==> src/inc/servo_if_map.vh <==
// register offsets, field positions and timing counts of the servo driver interface
`ifndef SERVO_IF_MAP_VH
`define SERVO_IF_MAP_VH
`define ADDR_OPERATION_MODE    4'h0
`define ADDR_ENV_SETTING_1     4'h1
`define ADDR_EXT_STATUS        4'h2
`define ADDR_SUB_STATUS        4'h3
`define ADDR_ERR_STOP_CAUSE    4'h4
`define ADDR_COMMAND           4'h5
`define ADDR_AXIS_EVENT        4'h6
`define ADDR_AXIS_STATUS       4'h7
`define BIT_WAIT_INPOS         9
`define BIT_ALM_STOP_METHOD    8
`define BIT_ALM_POLARITY       9
`define BIT_CLR_ON_HARD_STOP   10
`define BIT_CLR_ON_HOME_DONE   11
`define LSB_CLR_WIDTH          12
`define BIT_CLR_POLARITY       15
`define LSB_CLR_OFF_TIMER      16
`define BIT_INPOS_POLARITY     22
`define BIT_FILTER_EN          26
`define BIT_STS_CLR_STATE      9
`define BIT_STS_INPOS          16
`define BIT_SUB_ALARM          11
`define BIT_EST_ALARM          7
`define CMD_EMERGENCY_STOP     8'h05
`define CMD_CLEAR_ON           8'h24
`define CMD_CLEAR_OFF          8'h25
`define CLK_MHZ                125
`define FILTER_CYCLES          7'h50
`define NOFILTER_CYCLES        7'h02
`define CNT_W                  24
`define COND_IDLE              4'h0
`define COND_RUN               4'h1
`define COND_WAIT_INPOS        4'h3
`define EV_START_LS            0
`define EV_START_HS            1
`define EV_PULSE_DONE          2
`define EV_HOME_DONE           3
`define EV_LIMIT_STOP          4
`define EV_EMG_STOP            5
`define EV_DECEL_DONE          6
`endif

==> src/rtl/servo_driver_interface.v <==
// servo driver interface: in-position completion, deviation clear and alarm handling
//
// Design decisions made here: the placing of the registers and the address-and-strobe port.
`timescale 1ns/1ps
`default_nettype none
`include "servo_if_map.vh"
module servo_driver_interface
(
  input  wire        mclk_i,
  input  wire        srst_i,
  input  wire [3:0]  addr_i,
  input  wire [31:0] wdata_i,
  input  wire        wr_i,
  input  wire        rd_i,
  output reg  [31:0] rdata_o,
  input  wire        in_position_input_i,
  input  wire        alarm_input_i,
  output reg         deviation_clear_output_o,
  output reg         busy_output_o,
  output reg         pulse_enable_o,
  output reg         decel_request_o,
  output reg         immediate_stop_o
);
  localparam [1:0] ST_IDLE  = 2'h0;
  localparam [1:0] ST_RUN   = 2'h1;
  localparam [1:0] ST_DECEL = 2'h2;
  localparam [1:0] ST_INPOS = 2'h3;
  localparam [31:0] T12US_CYC  = 32'd12 * `CLK_MHZ;
  localparam [31:0] T102US_CYC = 32'd102 * `CLK_MHZ;
  localparam [31:0] T408US_CYC = 32'd408 * `CLK_MHZ;
  localparam [31:0] T1P6MS_CYC = 32'd1600 * `CLK_MHZ;
  localparam [31:0] T13MS_CYC  = 32'd13000 * `CLK_MHZ;
  localparam [31:0] T52MS_CYC  = 32'd52000 * `CLK_MHZ;
  localparam [31:0] T104MS_CYC = 32'd104000 * `CLK_MHZ;

  reg [31:0] operation_mode_ff;
  reg [31:0] environment_setting_1_ff;
  reg [31:0] error_stop_cause_ff;
  reg [6:0]  event_ff;
  reg [1:0]  state_ff;
  reg        high_speed_ff;
  reg        home_run_ff;
  reg        clr_on_ff;
  reg        clr_level_ff;
  reg [`CNT_W-1:0] clr_cnt_ff;
  reg [`CNT_W-1:0] off_cnt_ff;
  reg [3:0]  cond_ff;
  reg [5:0]  stop_bits_ff;
  reg [1:0]  nxt_state;
  reg [`CNT_W-1:0] width_cyc;
  reg [`CNT_W-1:0] off_cyc;
  wire       inpos_on;
  wire       alarm_on;
  wire       cmd_wr;
  wire       ev_wr;
  wire       hard_stop;
  wire       clr_start;
  wire       clr_stop;
  wire       done_now;
  wire [1:0] pin_vec;
  wire [1:0] pol_vec;
  wire [1:0] on_vec;
  genvar     gi;

  // entry 0 in-position, entry 1 alarm
  assign pin_vec  = {alarm_input_i, in_position_input_i};
  assign pol_vec  = {environment_setting_1_ff[`BIT_ALM_POLARITY],
                     environment_setting_1_ff[`BIT_INPOS_POLARITY]};
  assign inpos_on = on_vec[0];
  assign alarm_on = on_vec[1];

  generate
    for (gi = 0; gi < 2; gi = gi + 1)
    begin : g_servo_in
      servo_in_filter u_filter
      (
        .mclk_i        (mclk_i),
        .srst_i        (srst_i),
        .pin_i         (pin_vec[gi]),
        .active_high_i (pol_vec[gi]),
        .filter_en_i   (environment_setting_1_ff[`BIT_FILTER_EN]),
        .on_o          (on_vec[gi])
      );
    end
  endgenerate

  assign cmd_wr = wr_i && addr_i == `ADDR_COMMAND;
  assign ev_wr  = wr_i && addr_i == `ADDR_AXIS_EVENT;

  // stop events from the pulse generator arrive as one-cycle writes of axis events
  assign done_now = (state_ff == ST_RUN && ev_wr && wdata_i[`EV_PULSE_DONE])
                 || (state_ff == ST_DECEL && ev_wr && wdata_i[`EV_DECEL_DONE]);

  assign hard_stop = (state_ff != ST_IDLE)
                  && ((alarm_on && (!environment_setting_1_ff[`BIT_ALM_STOP_METHOD]
                                    || !high_speed_ff))
                      || (ev_wr && (wdata_i[`EV_LIMIT_STOP] || wdata_i[`EV_EMG_STOP]))
                      || (cmd_wr && wdata_i[7:0] == `CMD_EMERGENCY_STOP));

  assign clr_start = (cmd_wr && wdata_i[7:0] == `CMD_CLEAR_ON)
                  || (hard_stop && environment_setting_1_ff[`BIT_CLR_ON_HARD_STOP])
                  || (done_now && home_run_ff
                      && environment_setting_1_ff[`BIT_CLR_ON_HOME_DONE]);

  // an off command while already off leaves the off timer alone
  assign clr_stop = clr_on_ff
                 && ((cmd_wr && wdata_i[7:0] == `CMD_CLEAR_OFF)
                     || (!clr_level_ff && clr_cnt_ff == {`CNT_W{1'b0}}));

  always @*
  begin
    case (environment_setting_1_ff[`LSB_CLR_WIDTH+2:`LSB_CLR_WIDTH])
      3'h0:    width_cyc = T12US_CYC[`CNT_W-1:0];
      3'h1:    width_cyc = T102US_CYC[`CNT_W-1:0];
      3'h2:    width_cyc = T408US_CYC[`CNT_W-1:0];
      3'h3:    width_cyc = T1P6MS_CYC[`CNT_W-1:0];
      3'h4:    width_cyc = T13MS_CYC[`CNT_W-1:0];
      3'h5:    width_cyc = T52MS_CYC[`CNT_W-1:0];
      3'h6:    width_cyc = T104MS_CYC[`CNT_W-1:0];
      default: width_cyc = {`CNT_W{1'b0}};
    endcase
    case (environment_setting_1_ff[`LSB_CLR_OFF_TIMER+1:`LSB_CLR_OFF_TIMER])
      2'h1:    off_cyc = T12US_CYC[`CNT_W-1:0];
      2'h2:    off_cyc = T1P6MS_CYC[`CNT_W-1:0];
      2'h3:    off_cyc = T104MS_CYC[`CNT_W-1:0];
      default: off_cyc = {`CNT_W{1'b0}};
    endcase
  end

  always @*
  begin
    nxt_state = state_ff;
    case (state_ff)
      ST_IDLE:
        if (ev_wr && (wdata_i[`EV_START_LS] || wdata_i[`EV_START_HS])
            && !alarm_on && off_cnt_ff == {`CNT_W{1'b0}})
          nxt_state = ST_RUN;
      ST_RUN:
        if (hard_stop)
          nxt_state = ST_IDLE;
        else if (alarm_on)
          nxt_state = ST_DECEL;
        else if (done_now)
          nxt_state = operation_mode_ff[`BIT_WAIT_INPOS] ? ST_INPOS : ST_IDLE;
      ST_DECEL:
        if (hard_stop || done_now)
          nxt_state = operation_mode_ff[`BIT_WAIT_INPOS] && !hard_stop ? ST_INPOS : ST_IDLE;
      ST_INPOS:
        if (hard_stop || inpos_on)
          nxt_state = ST_IDLE;
      default:
        nxt_state = ST_IDLE;
    endcase
  end

  always @(posedge mclk_i)
  begin
    if (srst_i)
    begin
      operation_mode_ff        <= 32'h00000000;
      environment_setting_1_ff <= 32'h00000000;
      error_stop_cause_ff      <= 32'h00000000;
      event_ff                 <= 7'h00;
      state_ff                 <= ST_IDLE;
      high_speed_ff            <= 1'b0;
      home_run_ff              <= 1'b0;
      clr_on_ff                <= 1'b0;
      clr_level_ff             <= 1'b0;
      clr_cnt_ff               <= {`CNT_W{1'b0}};
      off_cnt_ff               <= {`CNT_W{1'b0}};
      cond_ff                  <= `COND_IDLE;
      stop_bits_ff             <= 6'h00;
      rdata_o                  <= 32'h00000000;
      // idle level of the active-low reset polarity: no clear during reset
      deviation_clear_output_o <= 1'b1;
      busy_output_o            <= 1'b0;
      pulse_enable_o           <= 1'b0;
      decel_request_o          <= 1'b0;
      immediate_stop_o         <= 1'b0;
    end
    else
    begin
      if (wr_i && addr_i == `ADDR_OPERATION_MODE)
        operation_mode_ff <= wdata_i;
      if (wr_i && addr_i == `ADDR_ENV_SETTING_1)
        environment_setting_1_ff <= wdata_i;
      state_ff <= nxt_state;
      if (ev_wr)
        event_ff <= wdata_i[6:0];
      if (state_ff == ST_IDLE && nxt_state == ST_RUN)
      begin
        high_speed_ff       <= wdata_i[`EV_START_HS];
        home_run_ff         <= wdata_i[`EV_HOME_DONE];
        error_stop_cause_ff <= 32'h00000000;
      end
      // cause set by the stop holds until the clear at the next start
      if (state_ff != ST_IDLE && alarm_on)
        error_stop_cause_ff[`BIT_EST_ALARM] <= 1'b1;
      // completion status moves together with busy
      if (nxt_state == ST_IDLE && state_ff != ST_IDLE)
      begin
        cond_ff      <= `COND_IDLE;
        stop_bits_ff <= {hard_stop, alarm_on, 1'b0, done_now, 1'b1, 1'b1};
      end
      else if (nxt_state == ST_RUN || nxt_state == ST_DECEL)
      begin
        cond_ff      <= `COND_RUN;
        stop_bits_ff <= 6'h00;
      end
      else if (nxt_state == ST_INPOS)
        cond_ff <= `COND_WAIT_INPOS;
      busy_output_o    <= nxt_state != ST_IDLE;
      pulse_enable_o   <= nxt_state == ST_RUN || nxt_state == ST_DECEL;
      decel_request_o  <= nxt_state == ST_DECEL;
      immediate_stop_o <= hard_stop;
      if (clr_start)
      begin
        clr_on_ff    <= 1'b1;
        clr_level_ff <= width_cyc == {`CNT_W{1'b0}};
        clr_cnt_ff   <= width_cyc - {{(`CNT_W-1){1'b0}}, 1'b1};
      end
      else if (clr_stop)
      begin
        clr_on_ff  <= 1'b0;
        off_cnt_ff <= off_cyc;
      end
      else
      begin
        if (clr_on_ff && clr_cnt_ff != {`CNT_W{1'b0}})
          clr_cnt_ff <= clr_cnt_ff - {{(`CNT_W-1){1'b0}}, 1'b1};
        if (off_cnt_ff != {`CNT_W{1'b0}})
          off_cnt_ff <= off_cnt_ff - {{(`CNT_W-1){1'b0}}, 1'b1};
      end
      deviation_clear_output_o <= (clr_start || (clr_on_ff && !clr_stop))
                                  == environment_setting_1_ff[`BIT_CLR_POLARITY];
      rdata_o <= 32'h00000000;
      if (rd_i)
      begin
        case (addr_i)
          `ADDR_OPERATION_MODE: rdata_o <= operation_mode_ff;
          `ADDR_ENV_SETTING_1:  rdata_o <= environment_setting_1_ff;
          `ADDR_EXT_STATUS:
          begin
            rdata_o[3:0]                <= cond_ff;
            rdata_o[`BIT_STS_CLR_STATE] <= clr_on_ff;
            rdata_o[`BIT_STS_INPOS]     <= inpos_on;
          end
          `ADDR_SUB_STATUS:     rdata_o[`BIT_SUB_ALARM] <= alarm_on;
          `ADDR_ERR_STOP_CAUSE: rdata_o <= error_stop_cause_ff;
          `ADDR_AXIS_EVENT:     rdata_o[6:0] <= event_ff;
          `ADDR_AXIS_STATUS:
          begin
            rdata_o[5:0] <= stop_bits_ff;
            rdata_o[9:8] <= state_ff;
            rdata_o[16]  <= off_cnt_ff != {`CNT_W{1'b0}};
          end
          default:              rdata_o <= 32'h00000000;
        endcase
      end
    end
  end
endmodule
`default_nettype wire

==> src/rtl/servo_in_filter.v <==
// one servo input: synchroniser, stable-width filter and polarity
`timescale 1ns/1ps
`default_nettype none
`include "servo_if_map.vh"
module servo_in_filter
(
  input  wire mclk_i,
  input  wire srst_i,
  input  wire pin_i,
  input  wire active_high_i,
  input  wire filter_en_i,
  output reg  on_o
);
  reg       meta_ff;
  reg       sync_ff;
  reg       last_ff;
  reg [6:0] stable_ff;
  wire [6:0] need;
  wire       lvl;
  assign need = filter_en_i ? `FILTER_CYCLES : `NOFILTER_CYCLES;
  assign lvl  = active_high_i ? sync_ff : ~sync_ff;
  // sampling chain runs through reset, so the first compare after it
  // sees the real pin level and no false edge
  always @(posedge mclk_i)
  begin
    meta_ff <= pin_i;
    sync_ff <= meta_ff;
    last_ff <= lvl;
  end
  always @(posedge mclk_i)
  begin
    if (srst_i)
    begin
      stable_ff <= 7'h00;
      on_o      <= 1'b0;
    end
    else
    begin
      if (lvl != last_ff)
        stable_ff <= 7'h01;
      else if (stable_ff < need)
        stable_ff <= stable_ff + 7'h01;
      if (lvl == last_ff && stable_ff + 7'h01 >= need)
        on_o <= lvl;
    end
  end
endmodule
`default_nettype wire

==> config.mk <==
export PLATFORM = sky130hd
export DESIGN_NAME = servo_driver_interface
export DESIGN_NICKNAME = d
export VERILOG_FILES = /design/src/rtl/servo_driver_interface.v /design/src/rtl/servo_in_filter.v
export VERILOG_INCLUDE_DIRS = /design/src /design/src/inc
export SDC_FILE = /design/constraint.sdc
export NUM_CORES = 1
export LEC_CHECK = 0
export ABC_AREA = 1
export BUFFER_PORTS_ARGS = -buffer_cell sky130_fd_sc_hd__buf_2
export CAP_MARGIN = 25
export CORE_ASPECT_RATIO = 1.75
export CORE_MARGIN = 5
export CORE_UTILIZATION = 37
export DETAILED_ROUTE_END_ITERATION = 16
export PLACE_DENSITY = 0.5
export SLEW_MARGIN = 20
export SYNTH_ARGS = -nofsm -noshare
export SYNTH_HDL_FRONTEND = slang
export SYNTH_HIERARCHICAL = 1
export SYNTH_SLANG_ARGS = --single-unit
==> constraint.sdc <==
create_clock -name mclk_i -period 3.1 [get_ports mclk_i]
set_input_delay 0.93 -clock mclk_i [delete_from_list [all_inputs] [get_ports mclk_i]]
set_output_delay 0.93 -clock mclk_i [all_outputs]
set_load 0.05 [all_outputs]
# Word-level counts from Yosys, hierarchy flattened
# Index checks and enable logic that the tools add are counted.
# classes
n_addsub,5
magnitude_cmp,4
n_eq_ne,31
muxes,42
n_bitwise,4
n_reduce_logical,75
# ops
operator,count
24-bit case mux with 7 select lines,1
24-bit 2-to-1 mux,5
24-bit logical NOT,3
24-bit case mux with 3 select lines,1
24-bit by 1-bit subtractor with 24-bit output (second input constant),3
24-bit nonzero test,2
1-bit logical AND,30
15-bit case mux with 2 select lines,1
4-bit case mux with 5 select lines,1
2-bit nonzero test,10
4-bit by 3-bit == test with 1-bit output (second input constant),4
8-bit by 6-bit == test with 1-bit output (second input constant),2
2-bit 2-to-1 mux,8
2-bit case mux with 4 select lines,2
7-bit by 1-bit adder with 7-bit output (second input constant),2
7-bit greater-or-equal comparator,2
7-bit < comparator,2
1-bit logical OR,13
2-bit == test (second input constant),6
6-bit 2-to-1 mux,2
1-bit case mux with 3 select lines,4
1-bit 2-to-1 mux,11
3-bit == test (second input constant),3
4-bit by 2-bit == test with 1-bit output (second input constant),2
other kinds (21),41
# totals
reg_bits,192
in_bits,42
out_inout_bits,37
word_cells,193

# Logic depth before layout (Yosys ltp)
# depth
ltp_word,15
ltp_mapped,21

# Cells and area by module
# The synthesis kept the hierarchy.
# modules_own_cells
module,instances,cells_per_inst,area_per_inst_um2
servo_driver_interface,1,1178,8191.6
servo_in_filter,2,85,655.6

# Worst setup path after synthesis
# Ideal clock, no wire load.
# synth_path
kind,input -> register
from,input port addr_i[3]
to,register clr_cnt_ff[8]
arrival_time_ns,2.755
required_ns,2.986
slack_ns,0.231
path_stages,19
path_buffers,1
cell_sequence,inv_1 nand2_1 inv_1 nand2_4 nor2_4 nand2_2 nand3_2 nand3_4 nand2_4 buf_6 nand2_1 nand2_1 inv_1 ha_1 nand2_2 nor2_8 xor2_1 o21bai_1 inv_1
# synth_between
elab_chain_len,11
word_cells_on_any_way,27
# synth_rtl
element,line_no,rtl
start: declaration,servo_driver_interface.v:11,"input wire [3:0] addr_i,"
4-bit by 3-bit == test with 1-bit output,-,
1-bit logical AND (no source line),-,
1-bit logical AND,servo_driver_interface.v:97,|| (ev_wr && (wdata_i[`EV_LIMIT_STOP] || wdata_i[`EV_EMG_STOP]))
1-bit logical OR (2 in a row),servo_driver_interface.v:95,&& ((alarm_on && (!environment_setting_1_ff[`BIT_ALM_STOP_METHOD]
1-bit logical AND,servo_driver_interface.v:94,assign hard_stop = (state_ff != ST_IDLE)
1-bit logical AND,servo_driver_interface.v:101,|| (hard_stop && environment_setting_1_ff[`BIT_CLR_ON_HARD_STOP])
1-bit logical OR (2 in a row),servo_driver_interface.v:100,assign clr_start = (cmd_wr && wdata_i[7:0] == `CMD_CLEAR_ON)
2-bit inequality test (no source line) / 2-bit nonzero test (equally long branches),-,
2-bit AND reduction (no source line),-,
end signal: assignment,servo_driver_interface.v:169,clr_cnt_ff <= {`CNT_W{1'b0}};
end signal: assignment,servo_driver_interface.v:220,"clr_cnt_ff <= width_cyc - {{(`CNT_W-1){1'b0}}, 1'b1};"
end signal: assignment,servo_driver_interface.v:230,"clr_cnt_ff <= clr_cnt_ff - {{(`CNT_W-1){1'b0}}, 1'b1};"
end: declaration,servo_driver_interface.v:45,reg [`CNT_W-1:0] clr_cnt_ff;
# Parallel ways exist; a longest one is shown, timed or not.
# A chain may end at the register's enable or synchronous reset.

# Final worst setup path
# layout_path
from,input port wdata_i[3]
to,register clr_cnt_ff[22]
# layout_between
elab_chain_len,9
word_cells_on_any_way,17
# layout_rtl
element,line_no,rtl
start: declaration,servo_driver_interface.v:12,"input wire [31:0] wdata_i,"
8-bit by 3-bit == test with 1-bit output (no source line),-,
1-bit logical AND (no source line),-,
1-bit logical OR,servo_driver_interface.v:95,
1-bit logical AND,servo_driver_interface.v:94,
1-bit logical AND,servo_driver_interface.v:101,
1-bit logical OR (2 in a row),servo_driver_interface.v:100,
2-bit inequality test (no source line) / 2-bit nonzero test (equally long branches),-,
2-bit AND reduction (no source line),-,
# Parallel ways exist; a longest one is shown, timed or not.

==> flow_summary.json <==
{
  "run_status": "complete, no violations",
  "clk_pin_slew_worst_paths_ps": 70,
  "cts.sinks": 191,
  "grt_pass1_vias": 9015,
  "path_max_fanout": 5,
  "crit_path_start_kind": "primary input",
  "start_util_pct": 37.50,
  "ir_worst_vdd_v": 0.0004254,
  "final.period_utilization_pct": 87.82,
  "cts_buffer_depth": 2,
  "power_per_cell_area_nw_per_um2": 624.4,
  "drive_gt1_share_pct": 18.53,
  "holdCritPathClass": "flip-flop to flip-flop",
  "die_area_sq_um": 29110,
  "drc": 0,
  "fin_cells": 1816,
  "report.final.slew_viol_count": 0,
  "avgSynthCellArea_sq_um": 7.050,
  "synth-async-reset-ratio_pct": 0,
  "netlist_area_sq_um": 9503,
  "comb_power_share_pct": 28.6,
  "reg2reg_depth": 15,
  "hold_path_depth": 0,
  "ys_warn_count": 6,
  "wirelength_microns": 30010,
  "drt_pass1_iterations": 5,
  "cp.arrival_ps": 3080,
  "maxSlewHeadroom_pct": 60.12,
  "h-tree-depth": 4,
  "die_w_microns": 131.1,
  "top_usage_layer": "met2",
  "dp_hpwl_microns": 22370,
  "postRouteAntennaNets": 0,
  "met2_usage_pct": 38.97,
  "final_nets": 1547,
  "swShare_pct": 35.69,
  "viasPerCell": 5.057,
  "grt_pass1_wl_microns": 47810,
  "power_frac_seq_pct": 40.6,
  "fin_worst_skew_ps": 12.47,
  "seq_area_frac_synth_pct": 40.24,
  "grt_overflow": 0,
  "fmax_mhz": 367.3,
  "post-route-util_pct": 45.13,
  "synth_edf_count": 0,
  "rsz0062_at_grt": "no",
  "synth.distinct_cells": 49,
  "place.gp.congestion": 0.8696,
  "grt_antenna_before_repair": 0,
  "ys_seq_elements": 191,
  "drt_iter0_drc": 480,
  "tightest_slew_ps": 598.2,
  "numPortBuffers": 78,
  "cts_hold_buf": 0,
  "cts_tree": "built",
  "pre_cts_ws_ps": -136.2,
  "leakagePower_nw": 5.451,
  "worstSetupPathType": "primary input to flip-flop",
  "max_cap_violations": 0,
  "layout_common_cells": "264 x nand2_1, 191 x dfxtp_1, 153 x nor2_1",
  "ios": 79,
  "dieHeight_microns": 222.0,
  "setup_violations": 0,
  "total_power_w": 0.007141,
  "cts_buffers": 17,
  "final.setup.tns_ps": 0,
  "met1_usage_pct": 21.89,
  "synth_nets": 1408,
  "wl_per_cell_microns": 16.53,
  "cp.required_ps": 3460,
  "rows": 77,
  "syn_to_final_growth_pct": 20.34,
  "synth_cells": 1348,
  "grt_max_degree": 46,
  "diodes": 0,
  "setup_ws_ps": 377.5,
  "vias": 9183,
  "clk_latency_ps": 450,
  "post-route-min-period_ps": 2723,
  "hold_viol_final": 0,
  "switchingPower_w": 0.002549,
  "clockPowerShare_pct": 30.9,
  "coreArea_sq_um": 25340,
  "track_usage_pct": 20.58,
  "grt_use_met3_pct": 3.292,
  "end_kind": "flip-flop",
  "layout.cells.most_common": "nand2_1",
  "dpl.cell_count": 1784,
  "cts_root_buf": "clkbuf_16",
  "p_int_w": 0.004592,
  "synth_ff_type": "dfxtp_1"
}
==> area by class of cell <==
type,count,area (sq um)
fillers,2665,13900
multi-input cells,945,4873
flip-flops and latches,191,3824
repair buffers,174,1174
inverters,158,593.1
clock buffers,17,425.4
well taps,316,395.4
clock inverters,15,151.4
==> final timing paths <==
path	end	slack, ps	from
worst max-delay path	clr_cnt_ff[22]	380	wdata_i[3]
worst max register to register	stop_bits_ff[2]	380	off_cnt_ff[0]
worst min-delay path	g_servo_in[0].u_filter/sync_ff	330	g_servo_in[0].u_filter/meta_ff
worst min register to register	g_servo_in[0].u_filter/sync_ff	330	g_servo_in[0].u_filter/meta_ff
==> critical path: stages <==
cell and delay, ps:
buf_2 100, inv_1 130, nand2_1 100, nor2_1 160, nand3_1 110, nand3_2 120, nand3_4 130, buf_4 190
nand3_2 80, nand2_1 140, nor2_1 170, nand2_1 90, nor2_1 160, buf_4 160, nand3_1 70, nand2_1 60
nand3_1 60, nand2_1 70, inv_1 30
==> synth_stat cells, types with 15 or more instances <==
cell type | number | area (sq um)
xor2_1 | 15 | 131.4
o21ai_0 | 106 | 530.5
inv_1 | 150 | 563.0
clkbuf_1 | 42 | 157.7
dfxtp_1 | 191 | 3824
a21oi_1 | 111 | 555.5
nand2_1 | 264 | 991.0
nor2_1 | 156 | 585.6
nand4_1 | 23 | 143.9
nand3_1 | 95 | 475.5
ha_1 | 18 | 225.2
==> layer usage <==
metal / share of wire, % / wire [microns] / vias up
met1: 38 / 11510 / 4278
met2: 55 / 16540 / 155
met5: 0 / 0 / -
met3: 2.5 / 759 / 60
li1: - / - / 4690
met4: 4.0 / 1204 / 0
==> metrics by stage <==
step	hold slack (ps)	instance area, sq um
after global routing	353.4	11440
final	334.2	11440
after global placement	321.8	10850
after detailed placement	319.7	10850
after CTS	336.9	11430
after floorplan	309.6	9503
==> power by group through the flow <==
stage | combinational (W) | sequential [W] | clock (W)
floorplan | 0.00152 | 0.00289 | 0
global placement | 0.00201 | 0.00295 | 0
detailed placement | 0.00204 | 0.00295 | 0
CTS | 0.00205 | 0.00290 | 0.00228
global route | 0.00236 | 0.00293 | 0.00237
finish | 0.00204 | 0.00290 | 0.00220
==> kinds of logic (layout without fill, tap and decap cells) <==
kind of cell / Yosys count / in the layout / share of synthesized area, %
fa+ha+maj: 18 / 18 / 2.370
xor+xnor: 30 / 30 / 3.081
buf+inv: 212 / 364 / 8.664
simple gates: 615 / 615 / 29.30
compound gates: 282 / 282 / 16.35
flops: 191 / 191 / 40.24
==> sequential cells by signal, indices dropped and copies added (netlist names), 4 cells and up <==
name / count
environment_setting_1_ff: 32
stop_bits_ff: 4
clr_cnt_ff: 24
off_cnt_ff: 24
g_servo_in.u_filter/stable_ff: 14
rdata_o: 32
event_ff: 7
operation_mode_ff: 32
==> what timing repair did <==
item	in CTS	in global routing
resized for setup	0	1
setup endpoints to repair	0	6
buffers inserted	0	0
No activity file was read; power rests on OpenSTA's default activity.
